**config.mk**
```make
export PLATFORM = sky130hd
export DESIGN_NAME = smop_otp_programmer
export DESIGN_NICKNAME = d
export VERILOG_FILES = /design/src/rtl/smop_pkg.sv /design/src/rtl/smop_otp_programmer.sv
export SDC_FILE = /design/constraint.sdc
export NUM_CORES = 1
export LEC_CHECK = 0
export BUFFER_PORTS_ARGS = -buffer_cell sky130_fd_sc_hd__clkbuf_2
export CAP_MARGIN = 20
export CORE_MARGIN = 2
export CORE_UTILIZATION = 45
export DETAILED_ROUTE_END_ITERATION = 8
export GPL_ROUTABILITY_DRIVEN = 0
export GPL_TIMING_DRIVEN = 0
export SLEW_MARGIN = 40
export SYNTH_ARGS = -nofsm -noshare
export SYNTH_HDL_FRONTEND = slang
export SYNTH_SLANG_ARGS = --single-unit
```
**constraint.sdc**
```tcl
create_clock -name CLK_SYS -period 3.3 [get_ports CLK_SYS]
set_clock_uncertainty 0.2 [all_clocks]
set_input_delay 0.33 -clock CLK_SYS [delete_from_list [all_inputs] [get_ports CLK_SYS]]
set_output_delay 0.33 -clock CLK_SYS [all_outputs]
set_load 0.05 [all_outputs]
```
**src/rtl/smop_pkg.sv**
```systemverilog
// Constants of the supply-modulated one-time-programmable word programmer.
// Assumes a 50 MHz system clock; level detector outputs arrive as synchronous pulses.
//
// Overview of operation
// - Six instruction states; states three and five share state four's control path but keep their own words.
// - State 2 measures inhibition; 3..5 write/check A, B, C; 6 checks D.
// - Eight-bit shift register stores a whole word; also bit pointer when checking.
// - Small pulse after first interval advances the instruction counter.
// - Small pulse after second interval shifts a zero into the register.
// - Small pulse after third interval shifts a one into the register.
// - First small pulse after entry only sets the timing reference.
// - Entry level pulse sets counter to state 1 and clears the register.
// - Exit level or store level pulse ends the active instruction state.
// - Two seconds without modulation pulses ends the instruction state.
// - Prestore then store pulse copies shift register into the selected word.
// - Pointer on a stored one connects the supply load resistor.
// - Measuring states drive reset pad; load follows the pad when high.
// - Measuring state 1 outputs oscillator divided by 1024.
// - Measuring state 2 period is base plus inhibition count times step.
// - Inhibition count is word A bits one to seven, bit seven most significant.
package smop_pkg;
	localparam int CLK_HZ = 50_000_000;
	localparam int OSC_HZ = 32_768;
	localparam int INSTR_W = 3;
	localparam logic [2:0] ST_IDLE = 3'h0;
	localparam logic [2:0] ST_FREQ = 3'h1;
	localparam logic [2:0] ST_INHIB = 3'h2;
	localparam logic [2:0] ST_WORD_A = 3'h3;
	localparam logic [2:0] ST_WORD_B = 3'h4;
	localparam logic [2:0] ST_WORD_C = 3'h5;
	localparam logic [2:0] ST_WORD_D = 3'h6;
	localparam logic [7:0] SHIFT_RESET = 8'h00;
	// Interval nominals in microseconds and acceptance tolerance
	localparam int FIRST_INTERVAL_US = 700;
	localparam int SECOND_INTERVAL_US = 1700;
	localparam int THIRD_INTERVAL_US = 2700;
	localparam int INTERVAL_TOL_US = 300;
	localparam int TIMEOUT_MS = 2000;
	// Oscillator ticks; interval nominals rounded to nearest, tolerance truncated
	localparam int TICK_FIRST = (FIRST_INTERVAL_US * OSC_HZ + 500_000) / 1_000_000;
	localparam int TICK_SECOND = (SECOND_INTERVAL_US * OSC_HZ + 500_000) / 1_000_000;
	localparam int TICK_THIRD = (THIRD_INTERVAL_US * OSC_HZ + 500_000) / 1_000_000;
	localparam int TICK_TOL = (INTERVAL_TOL_US * OSC_HZ) / 1_000_000;
	localparam int TICK_TIMEOUT = TIMEOUT_MS * OSC_HZ / 1000;
	// Measuring state 2: base 31.25 ms is 1024 ticks, step 0.122 ms is 4 ticks
	localparam int FREQ_DIV = 1024;
	localparam int INHIB_STEP_TICKS = 4;
	localparam int TICK_CNT_W = 17;
endpackage

```
**src/rtl/smop_otp_programmer.sv**
```systemverilog
// Supply-modulated programmer: instruction counter, shift register, OTP words.
// Assumes level-detector pulses and oscillator tick are synchronous to CLK_SYS.
`timescale 1ns/100ps
module smop_otp_programmer
	import smop_pkg::*;
#(
	parameter int OSC_DIV = CLK_HZ / OSC_HZ,
	parameter int TIMEOUT_TICKS = TICK_TIMEOUT,
	parameter logic [7:0] WORD_D_INIT = 8'hA5 // Arbitrary type code
)
(
	// Clock and reset
	input wire logic CLK_SYS,
	input wire logic RST_N,
	// Level detector pulses
	input wire logic PROGRAM_ENTRY_LEVEL,
	input wire logic EXIT_LEVEL,
	input wire logic PRESTORE_LEVEL,
	input wire logic STORE_LEVEL,
	input wire logic MODULATION_STEP,
	// Outputs
	output logic RESET_PAD_OUT,
	output logic RESET_PAD_OE_N,
	output logic SUPPLY_LOAD_EN,
	output logic [2:0] INSTR_STATE,
	output logic [7:0] SHIFT_DATA,
	output logic [7:0] WORD_A,
	output logic [7:0] WORD_B,
	output logic [7:0] WORD_C
);

////////////////////////////////////////////////////////////////////////////////
// Oscillator tick divider

logic [15:0] div_cnt;
logic [15:0] next_div_cnt;
logic osc_tick;

always_comb
begin
	osc_tick = (div_cnt == 16'(OSC_DIV - 1));
	next_div_cnt = osc_tick ? 16'h0000 : div_cnt + 16'h0001;
end

always_ff @(posedge CLK_SYS)
begin
	if (!RST_N)
		div_cnt <= 16'h0000;
	else
		div_cnt <= next_div_cnt;
end

////////////////////////////////////////////////////////////////////////////////
// Interval classification

typedef enum logic [1:0]
{
	SMOP_IV_NONE = 2'b00,
	SMOP_IV_ADV = 2'b01,
	SMOP_IV_ZERO = 2'b10,
	SMOP_IV_ONE = 2'b11
} smop_iv_e;

function automatic smop_iv_e classify(input logic [TICK_CNT_W-1:0] t);
	if (t >= TICK_CNT_W'(TICK_FIRST - TICK_TOL) && t <= TICK_CNT_W'(TICK_FIRST + TICK_TOL))
		return SMOP_IV_ADV;
	if (t >= TICK_CNT_W'(TICK_SECOND - TICK_TOL) && t <= TICK_CNT_W'(TICK_SECOND + TICK_TOL))
		return SMOP_IV_ZERO;
	if (t >= TICK_CNT_W'(TICK_THIRD - TICK_TOL) && t <= TICK_CNT_W'(TICK_THIRD + TICK_TOL))
		return SMOP_IV_ONE;
	return SMOP_IV_NONE;
endfunction

// Measuring states drive the reset pad
function automatic logic is_meas(input logic [2:0] s);
	return s == ST_FREQ || s == ST_INHIB;
endfunction

// Write/check states share one control path
function automatic logic [2:0] ctrl_state(input logic [2:0] s);
	if (s == ST_WORD_A || s == ST_WORD_C)
		return ST_WORD_B;
	return s;
endfunction

////////////////////////////////////////////////////////////////////////////////
// Control state

logic [2:0] instr;
logic [2:0] next_instr;
logic [7:0] shreg;
logic [7:0] next_shreg;
logic have_ref;
logic next_have_ref;
logic [TICK_CNT_W-1:0] iv_cnt;
logic [TICK_CNT_W-1:0] next_iv_cnt;
logic [TICK_CNT_W-1:0] idle_cnt;
logic [TICK_CNT_W-1:0] next_idle_cnt;
logic prestored;
logic next_prestored;
logic [7:0] word_a;
logic [7:0] word_b;
logic [7:0] word_c;
logic [7:0] next_word_a;
logic [7:0] next_word_b;
logic [7:0] next_word_c;
logic [2:0] eff;
smop_iv_e iv;

always_comb
begin
	next_instr = instr;
	next_shreg = shreg;
	next_have_ref = have_ref;
	next_iv_cnt = iv_cnt;
	next_idle_cnt = idle_cnt;
	next_prestored = prestored;
	next_word_a = word_a;
	next_word_b = word_b;
	next_word_c = word_c;
	iv = classify(iv_cnt);
	// Shared control state for write/check load decode
	eff = ctrl_state(instr);
	if (osc_tick && instr != ST_IDLE)
	begin
		if (iv_cnt != '1)
			next_iv_cnt = iv_cnt + 1'b1;
		next_idle_cnt = idle_cnt + 1'b1;
	end
	if (PROGRAM_ENTRY_LEVEL)
	begin
		next_instr = ST_FREQ;
		next_shreg = SHIFT_RESET;
		next_have_ref = 1'b0;
		next_iv_cnt = '0;
		next_idle_cnt = '0;
		next_prestored = 1'b0;
	end
	else if (instr != ST_IDLE)
	begin
		if (STORE_LEVEL)
		begin
			if (prestored)
			begin
				unique case (instr)
					ST_WORD_A: next_word_a = shreg;
					ST_WORD_B: next_word_b = shreg;
					ST_WORD_C: next_word_c = shreg;
					default: next_word_a = word_a;
				endcase
			end
			next_instr = ST_IDLE;
		end
		else if (EXIT_LEVEL)
			next_instr = ST_IDLE;
		else if (idle_cnt >= TICK_CNT_W'(TIMEOUT_TICKS))
			next_instr = ST_IDLE;
		else if (PRESTORE_LEVEL)
			next_prestored = 1'b1;
		else if (MODULATION_STEP)
		begin
			next_iv_cnt = '0;
			next_idle_cnt = '0;
			next_have_ref = 1'b1;
			if (have_ref)
			begin
				unique case (iv)
					SMOP_IV_ADV:
					begin
						if (instr != ST_WORD_D)
							next_instr = instr + 3'h1;
					end
					SMOP_IV_ZERO: next_shreg = {1'b0, shreg[7:1]};
					SMOP_IV_ONE: next_shreg = {1'b1, shreg[7:1]};
					SMOP_IV_NONE: next_shreg = shreg;
				endcase
			end
		end
	end
end

always_ff @(posedge CLK_SYS)
begin
	if (!RST_N)
	begin
		instr <= ST_IDLE;
		shreg <= SHIFT_RESET;
		have_ref <= 1'b0;
		iv_cnt <= '0;
		idle_cnt <= '0;
		prestored <= 1'b0;
		word_a <= 8'h00;
		word_b <= 8'h00;
		word_c <= 8'h00;
	end
	else
	begin
		instr <= next_instr;
		shreg <= next_shreg;
		have_ref <= next_have_ref;
		iv_cnt <= next_iv_cnt;
		idle_cnt <= next_idle_cnt;
		prestored <= next_prestored;
		word_a <= next_word_a;
		word_b <= next_word_b;
		word_c <= next_word_c;
	end
end

////////////////////////////////////////////////////////////////////////////////
// Measurement signal generator

logic [10:0] meas_cnt;
logic [10:0] next_meas_cnt;
logic meas_out;
logic next_meas_out;
logic [10:0] meas_half;
logic [6:0] inhib;

always_comb
begin
	inhib = word_a[7:1];
	if (instr == ST_FREQ)
		meas_half = 11'(FREQ_DIV / 2);
	else
		meas_half = 11'((FREQ_DIV + INHIB_STEP_TICKS * int'(inhib)) / 2);
	next_meas_cnt = meas_cnt;
	next_meas_out = meas_out;
	if (!is_meas(instr))
	begin
		next_meas_cnt = 11'h000;
		next_meas_out = 1'b0;
	end
	else if (osc_tick)
	begin
		if (meas_cnt + 11'h001 >= meas_half)
		begin
			next_meas_cnt = 11'h000;
			next_meas_out = ~meas_out;
		end
		else
			next_meas_cnt = meas_cnt + 11'h001;
	end
end

always_ff @(posedge CLK_SYS)
begin
	if (!RST_N)
	begin
		meas_cnt <= 11'h000;
		meas_out <= 1'b0;
	end
	else
	begin
		meas_cnt <= next_meas_cnt;
		meas_out <= next_meas_out;
	end
end

////////////////////////////////////////////////////////////////////////////////
// Readback load and outputs

logic [7:0] sel_word;
logic hit;
logic load;
logic next_load;

always_comb
begin
	// States 3 and 5 are decoded as 4 for control; data words stay distinct
	unique case (instr)
		ST_WORD_A: sel_word = word_a;
		ST_WORD_B: sel_word = word_b;
		ST_WORD_C: sel_word = word_c;
		ST_WORD_D: sel_word = WORD_D_INIT;
		default: sel_word = 8'h00;
	endcase
	hit = |(shreg & sel_word);
	if (is_meas(instr))
		next_load = meas_out;
	else
		next_load = (eff >= ST_WORD_A) && hit;
end

always_ff @(posedge CLK_SYS)
begin
	if (!RST_N)
		load <= 1'b0;
	else
		load <= next_load;
end

assign RESET_PAD_OUT = meas_out;
assign RESET_PAD_OE_N = !is_meas(instr);
assign SUPPLY_LOAD_EN = load;
assign INSTR_STATE = instr;
assign SHIFT_DATA = shreg;
assign WORD_A = word_a;
assign WORD_B = word_b;
assign WORD_C = word_c;

endmodule

```
# After elaboration in Yosys (flattened, before gate mapping)
# Cells that the tools add are included.
# Widths: inputs -> output; s select.
word_totals:
  latch_bits: 0
  word_cells: 130
  mem_bits_rw: 0
  mem_bits_ro: 0
  n_memories: 0
  register_bits: 100
  output_inout_bits: 38
  in_bits: 7
op_classes:
  n_reduce_logical: 32
  multipliers: 0
  addsub: 7
  div: 0
  mux: 45
  shift: 0
  n_lt_le_gt_ge: 9
  n_bitwise: 9
  n_eq_ne: 14
ops:
  columns: ["operator", "count"]
  rows:
  - ["$mux 17", 15]
  - ["$add 17x1->17 const B", 2]
  - ["$le 17x7->1 const B", 2]
  - ["$pmux 8 s4", 1]
  - ["$mux 3", 10]
  - ["$mux 11", 2]
  - ["$reduce_and 5->1", 4]
  - ["$reduce_bool 5->1", 4]
  - ["$reduce_and 6->1", 3]
  - ["$ge 17x17->1 const B", 1]
  - ["$ge 17x4->1 const B", 1]
  - ["$ge 17x6->1 const B", 1]
  - ["$ge 17x7->1 const B", 1]
  - ["$le 17x6->1 const B", 1]
  - ["$ne 17x17->1 const B", 1]
  - ["$add 16x1->16 const B", 1]
  - ["$eq 16x11->1 const B", 1]
  - ["$pmux 8 s2", 1]
  - ["$reduce_bool 4->1", 4]
  - ["$add 11x9->12 const A", 1]
  - ["$mux 2", 6]
  - ["$add 11x1->11", 1]
  - ["$add 11x1->11 const B", 1]
  - ["$ge 11x11->1", 1]
  - ["other kinds (23)", 50]

# Logic depth before layout (Yosys ltp)
# Gate-level depths: netlist of the first run.
depth:
  word_depth: 19
  ltp_mapped: 10
  ltp_nobuf: 10

# Worst setup path after synthesis of the first run
# No wires, ideal clock.
synth_timing:
  path_kind: "register to register"
  from: "register instr[2] (netlist: INSTR_STATE[2])"
  to: "register meas_cnt[1]"
  setup_ns: 0.077
  required_time_ns: 3.023
  synth_period_minus_slack_ns: 3.053
  stages_incl_launch_ff: 11
  arrival_time_ns: 2.777
  slack_ns: 0.247
  path_cell_list: "dfxtp_1 clkbuf_1 inv_1 nand2_1 nand2_1 ha_1 nand4_1 o21bai_1 a2111oi_0 a31oi_1 a21oi_1"
synth_via:
  elab_chain_cells: 4
  word_cells_on_any_way: 7
  classes_between: "order compare (1); eq/ne (2); mux (2); reduce/logical (2)"
synth_lines:
  columns: ["element", "line", "text"]
  rows:
  - ["start, declared", "smop_otp_programmer.sv:89", "logic [2:0] instr;"]
  - ["start signal, assigned", "smop_otp_programmer.sv:198", "instr <= next_instr;"]
  - ["$eq 3x1->1", "smop_otp_programmer.sv:76, smop_otp_programmer.sv:223", null]
  - ["$mux 11", "smop_otp_programmer.sv:223", "if (instr == ST_FREQ)"]
  - ["$ge 11x11->1", "smop_otp_programmer.sv:236", "if (meas_cnt + 11'h001 >= meas_half)"]
  - ["$mux 11", "smop_otp_programmer.sv:236", null]
  - ["end signal, assigned", "smop_otp_programmer.sv:255", "meas_cnt <= next_meas_cnt;"]
  - ["end, declared", "smop_otp_programmer.sv:213", "logic [10:0] meas_cnt;"]
# Parallel ways exist; a longest one is shown, timed or not.
# A chain may end at the register's enable or synchronous reset.

# Final worst setup path of the first run
layout_timing:
  from: "register meas_cnt[0]"
  to: "register meas_cnt[1]"
layout_via:
  elab_chain_cells: 3
layout_lines:
  columns: ["element", "line"]
  rows:
  - ["$add 11x1->11 (*)", "smop_otp_programmer.sv:236, smop_otp_programmer.sv:242"]
  - ["$ge 11x11->1", "smop_otp_programmer.sv:236"]
  - ["$mux 11 (*)", "smop_otp_programmer.sv:236"]
# Mark *: on every way between the ends. The rest lies on a longest branch, timed or not.

==> results of run 1 <==
metal layers:
layer | wire length (µm) | global-route usage | part of all wire | vias to the layer above
li1 | - | - | - | 2265
met1 | 6000 | 0.269 | 0.49 | 2107
met2 | 5610 | 0.317 | 0.46 | 62
met3 | 390 | 0.0554 | 0.032 | 14
met4 | 158 | 0.0600 | 0.013 | 0
met5 | 0 | 0 | 0 | -
Yosys cell counts (all sizes together), types with 2 or more instances:
cell type    n
dfxtp      100
nor2        92
nand2       52
mux2i       33
nand3       30
xnor2       30
a21oi       24
clkbuf      22
ha          20
inv         19
nand4       19
xor2        17
nor3        12
nor4        12
and4        10
or4         10
and3         9
o21ai        9
o31ai        8
a31oi        7
nand2b       5
or3          5
a22oi        4
and2         4
o211ai       4
a21o         3
a32o         3
nor2b        3
nor4b        3
a2111o       2
a2111oi      2
a21boi       2
a221oi       2
a222oi       2
a22o         2
buf          2
nand4b       2
o211a        2
cell type report:
class                           count  area share
Sequential cell                   100       0.344
Timing Repair Buffer               44      0.0378
Tap cell                          140      0.0301
Buffer                             24      0.0157
Clock buffer                        9      0.0387
Multi-Input combinational cell    457       0.509
Inverter                           19      0.0123
Clock inverter                      7      0.0129
tightest hold or removal path, cell delays in order:
cell and delay [ns]:
clkbuf_2 0.09, a31oi_1 0.06, nor2_1 0.08
registers in the layout, summed over array words and instances, names as in the netlist, 3 cells and up:
register,cells
idle_cnt,17
WORD_C,8
INSTR_STATE,3
meas_cnt,11
WORD_B,8
WORD_A,8
div_cnt,16
SHIFT_DATA,8
iv_cnt,17
power by group through the flow:
stage	clock [mW]	combinational, mW	sequential, mW
floorplan	0	0.0481	1.25
global placement	0	0.0786	1.24
detailed placement	0	0.0800	1.24
CTS	1.11	0.0805	1.22
global route	1.16	0.0890	1.22
finish	1.09	0.0796	1.22
worst paths after layout:
path	startpoint	endpoint	slack, ns
min reg2reg	have_ref$_SDFFE_PP0P_	have_ref$_SDFFE_PP0P_	0.28
max	meas_cnt[0]$_SDFFE_PN0N_	meas_cnt[1]$_SDFFE_PN0N_	0.23
max reg2reg	meas_cnt[0]$_SDFFE_PN0N_	meas_cnt[1]$_SDFFE_PN0N_	0.23
min	PRESTORE_LEVEL	prestored$_SDFFE_PP0P_	0.04
logic make-up (layout without fill, tap and decap cells):
family,Yosys count,after routing
adder cells (fa/ha/maj),20,20
AND/OR/NAND/NOR,272,272
XOR/XNOR,47,47
buffers and inverters,43,103
multiplexers,33,33
AO/OA/AOI/OAI,85,85
flip-flops,100,100
through the flow:
stage / total power [mW] / setup WS, ns / util / setup TNS, ns / hold slack, ns
finish: 2.38 / 0.227 / 0.530 / 0 / 0.0439
detailed placement: 1.32 / -0.0111 / 0.502 / -0.0111 / 0.265
floorplan: 1.30 / 0.247 / - / 0 / 0.229
CTS: 2.41 / 0.213 / 0.530 / 0 / 0.0367
global route: 2.47 / 0.0256 / 0.530 / 0 / 0.0940
global placement: 1.32 / -0.231 / 0.501 / -1.90 / 0.256
what timing repair did:
item | in CTS | in global routing
resized for setup | 1 | 0
endpoints found under the setup margin | 1 | 0
setup buffers | 0 | 0
==> out/metrics.cfg, run 1 <==
[run]
maxCapViolCount=0

[detailed_routing]
drc=0
wire_per_inst_um=15.2
drt_wl_total_um=12200
drtPass1Iterations=5
antenna_left=0
vias=4448
drt-initial-drc-count=267
via_per_inst=5.56

[clock_tree]
cts_buffers=9
clkTransAtPathRegs_ns=0.07
cts.sinks=100
clock_path_buffers=2
cts_tree=built
clk_latency_ns=0.36
h-tree-depth=3
cts-root-buf=clkbuf_16
postCtsHoldBufs=0

[place]
dpl_cell_area_mm2=0.00552
dpl.cell_count=784
place_hpwl_um=8930
port_buffers=44

[setup_path]
critPathRequiredTime_ns=3.38
cpPeakStageDelay_ns=0.46
worstPathBufferInverterCount=0
cp_cell_sequence=ha_1, and4_1, nand2_1, xnor2_1, ha_1, nand4_1, o21bai_1, a2111oi_2, a31oi_2, a21oi_1
cp_slowest_cell=dfxtp_1
crit_path_frequent_cell=ha_1
critPathLaunchType=register
path_max_fanout=10
crit_arrival_ns=3.16
crit_family=compound AO/OA/AOI/OAI gates
r2r_cells=10
crit_cells=10
end_kind=register
criticalPathCategory=reg2reg

[final_layout]
seq_area_mm2=0.00200
area_growth_pct=13.9
drive_gt1_frac=0.108
final_cell_mix=dfxtp_1 (100), nor2_1 (92), nand2_1 (52), clkbuf_2 (44), mux2i_1 (33)
layout.nets=682
final_cells=800
diodes=0
layout_commonest_cell=dfxtp_1
fillerInstances=1045
fin_area_mm2=0.00582
multiInputGateArea_mm2=0.00296

[synthesis]
yosys.area_share.simple=0.267
yosys.area.top_type_share=0.392
synth_top_area_cell=dfxtp_1
synth_edf_count=0
yosys_warnings=0
synth_xor_area_frac=0.0805
synthesis.area_mm2=0.00511
ys_async_sr_fraction=0
synth_mux_area_frac=0.0646
synth_top_family_by_area=simple AND/OR/NAND/NOR gates
synth.top_cells.by_area=dfxtp_1 (39%), nor2_1 (6.8%), mux2i_1 (6.5%)
synthFlopType=dfxtp_1
netlist_instances=600
synth-seq-area-share=0.392
synth_seq_cells=100
yosys.cell_types.count=56
syn_area_per_cell_um2=8.52
syn_nets=627
synth_adder_area_share=0.0489
synth_compound_area_frac=0.116

[min_path]
whs_path_depth=3
min_path_type=in2reg

[grt]
antenna_found_initial=0
grt_pass1_vias=4129
grt_pass1_wl_um=20200
grt_usage=0.201
grt_max_degree=18
overflow=0

[timing]
tightest_slew_ns=0.804
relSlewSlack=0.460
timing.final.crit_period_ns=3.07
fin_crit_sh=0.931
grt_setup_unrepaired=no
fmax_mhz=325
drv_slew=0
setup_violations=0
hold_viol_final=0

[die]
die_w_um=111
row_count=38
core-area_mm2=0.0110
initial_core_util=0.465
ios=45
die-area_mm2=0.0122
die_y_um=111

[power]
static-leakage-power_nw=2.11
power.share.clock=0.456
seqPwrFrac=0.510
p_sw_frac=0.235
peakVddDrop_v=0.000404
netSwitchingPower_mw=0.561
combPwrFrac=0.033
p_int_mw=1.82
power_density_mw_per_mm2=409

[status]
status=completed

(Power assumes the default switching activity.)
==> inputs of run 2 (changes only) <==
Settings changed: CORE_UTILIZATION 45 to 48, PLACE_DENSITY set to 0.66.
==> out/metrics.cfg, run 2 (synthesis gave the netlist of run 1 again) <==
[status]
status=completed

[die]
die_w_um=107  ; -3.1%
ios=45  ; unchanged
row_count=37  ; -2.6%
core-area_mm2=0.0103  ; -6.0%
die-area_mm2=0.0115  ; -6.0%
die_y_um=107  ; -3.1%
initial_core_util=0.495  ; +0.0297

[power]
netSwitchingPower_mw=0.489  ; -13%
p_sw_frac=0.236  ; +0.00103
peakVddDrop_v=0.000366  ; -9.5%
power.share.clock=0.372  ; -0.084
static-leakage-power_nw=2.06  ; -2.1%
p_int_mw=1.58  ; -13%
seqPwrFrac=0.588  ; +0.078
combPwrFrac=0.039  ; +0.006
total_power_mw=2.07  ; -13%
power_density_mw_per_mm2=363  ; -11%

[grt]
grt_pass1_wl_um=19900  ; -1.3%
antenna_found_initial=0  ; unchanged
grt_max_degree=16  ; -2
overflow=0  ; unchanged
grt_usage=0.218  ; +0.0169
grt_pass1_vias=4154  ; +0.61%

[setup_path]
crit_path_frequent_cell=ha_1
critPathLaunchType=register
cp_slowest_cell=dfxtp_1
criticalPathCategory=reg2reg
end_kind=register
cp_cell_sequence=ha_1, and4_1, nand2_1, xnor2_1, ha_1, nand4_1, a21oi_1, o31ai_1, a31oi_2, nor2_1
critPathRequiredTime_ns=3.41  ; +0.03 ns
cpPeakStageDelay_ns=0.45  ; about the same
crit_family=compound AO/OA/AOI/OAI gates
crit_arrival_ns=3.15  ; about the same
worstPathBufferInverterCount=0  ; unchanged
path_max_fanout=10  ; unchanged

[final_layout]
area_growth_pct=11.5
layout_commonest_cell=dfxtp_1
fin_util=0.552  ; +0.0221
diodes=0  ; unchanged
drive_gt1_frac=0.105  ; -0.00303
final_cell_mix=dfxtp_1 (100), nor2_1 (92), nand2_1 (52), clkbuf_2 (44), mux2i_1 (33)
fillerInstances=992  ; -5.1%
layout.nets=682  ; unchanged
reg_top3=idle_cnt (17), iv_cnt (17), div_cnt (16)

[timing]
timing.final.crit_period_ns=3.04  ; -0.0320 ns
grt_setup_unrepaired=no
fmax_mhz=329  ; +1.1%
hold_slack_ns=0.0214  ; -0.0226 ns
setup_violations=0  ; unchanged
fin_crit_sh=0.921  ; -0.00970
relSlewSlack=0.515  ; +0.0550
tightest_slew_ns=0.721  ; -0.0831 ns
hold_viol_final=0  ; unchanged
drv_slew=0  ; unchanged
tns_ns=0  ; unchanged

[detailed_routing]
wire_per_inst_um=15.1  ; -0.58%
vias=4492  ; +0.99%
drt_wl_total_um=12000  ; -1.1%
antenna_left=0  ; unchanged
drc=0  ; unchanged
drt-initial-drc-count=207  ; -22%
via_per_inst=5.64  ; +1.5%
drtPass1Iterations=4  ; -1

[clock_tree]
h-tree-depth=3  ; unchanged
cts_tree=built
cts_buffers=9  ; unchanged
postCtsHoldBufs=0  ; unchanged
cts.sinks=100  ; unchanged
clkTransAtPathRegs_ns=0.10  ; +0.03 ns
postCtsSetupBuffers=0  ; unchanged
cts-root-buf=clkbuf_8
clk_latency_ns=0.38  ; +0.02 ns
clock_path_buffers=2  ; unchanged

[run]
maxCapViolCount=0  ; unchanged

[min_path]
min_path_type=in2reg

[place]
port_buffers=44  ; unchanged
place_hpwl_um=8960  ; +0.30%

==> run 2: cell types whose count changed in the layout (fill, tap and decap cells not counted), sizes merged <==
cell,previous run,this run
clkinvlp,3,1
inv,20,19
clkbuf,75,77
clkinv,2,3
==> run 2: area by class of cell <==
cell class / count / area [µm²] / area share
clock inverter: 5 / 52.6 / 0.00922
multi-input combinational: 457 / 2960 / 0.519
inverter: 19 / 71.3 / 0.0125
clock buffer: 11 / 131 / 0.0231
timing repair buffer: 44 / 220 / 0.0386
sequential: 100 / 2000 / 0.351
tap: 136 / 170 / 0.0299
buffer: 24 / 91.3 / 0.0160
==> run 2: worst paths after layout <==
| path | depth (start not counted) | to | startpoint | slack (ns) |
|---|---|---|---|---|
| setup / recovery | 10 | meas_cnt[7]$_SDFFE_PN0N_ | meas_cnt[0]$_SDFFE_PN0N_ | 0.26 |
| hold / removal | 3 | prestored$_SDFFE_PP0P_ | PRESTORE_LEVEL | 0.02 |
| setup reg to reg | 10 | meas_cnt[7]$_SDFFE_PN0N_ | meas_cnt[0]$_SDFFE_PN0N_ | 0.26 |
| hold reg to reg | 2 | have_ref$_SDFFE_PP0P_ | have_ref$_SDFFE_PP0P_ | 0.28 |
==> run 2: through the flow <==
step / setup WS, ns / area, µm² / cells
3_3_place_gp: -0.157 / 5500 / 780
2_1_floorplan: 0.247 / 5110 / 600
3_5_place_dp: -0.211 / 5500 / 780
5_1_grt: 0.0177 / 5700 / 796
4_1_cts: 0.251 / 5700 / 796
6_report: 0.259 / 5700 / 796
==> run 2: layer usage <==
layer	global-route usage	vias to the layer above	share of wire
li1	-	2254	-
met1	0.286	2154	0.48
met2	0.354	69	0.47
met3	0.0553	15	0.034
met4	0.0631	0	0.016
met5	0	-	0
==> run 2: timing repair <==
| item | in CTS | in global routing |
|---|---|---|
| hold endpoints to repair | 0 | 0 |
| setup endpoints to repair | 10 | 0 |
| resized for setup | 3 | 0 |
==> run 2: worst register-to-register path: cells and delay by family (launching register included) <==
family	cells	cell delay, ns
compound gates	3	0.81
xor+xnor	1	0.15
fa+ha+maj	2	0.64
flops	1	0.45
simple gates	4	0.72
==> run 2: power groups by stage <==
stage	combinational, mW	sequential (mW)	clock [mW]
finish	0.0814	1.22	0.770
global route	0.0901	1.22	0.830
CTS	0.0816	1.22	0.791
detailed placement	0.0807	1.24	0
global placement	0.0804	1.24	0
floorplan	0.0481	1.25	0
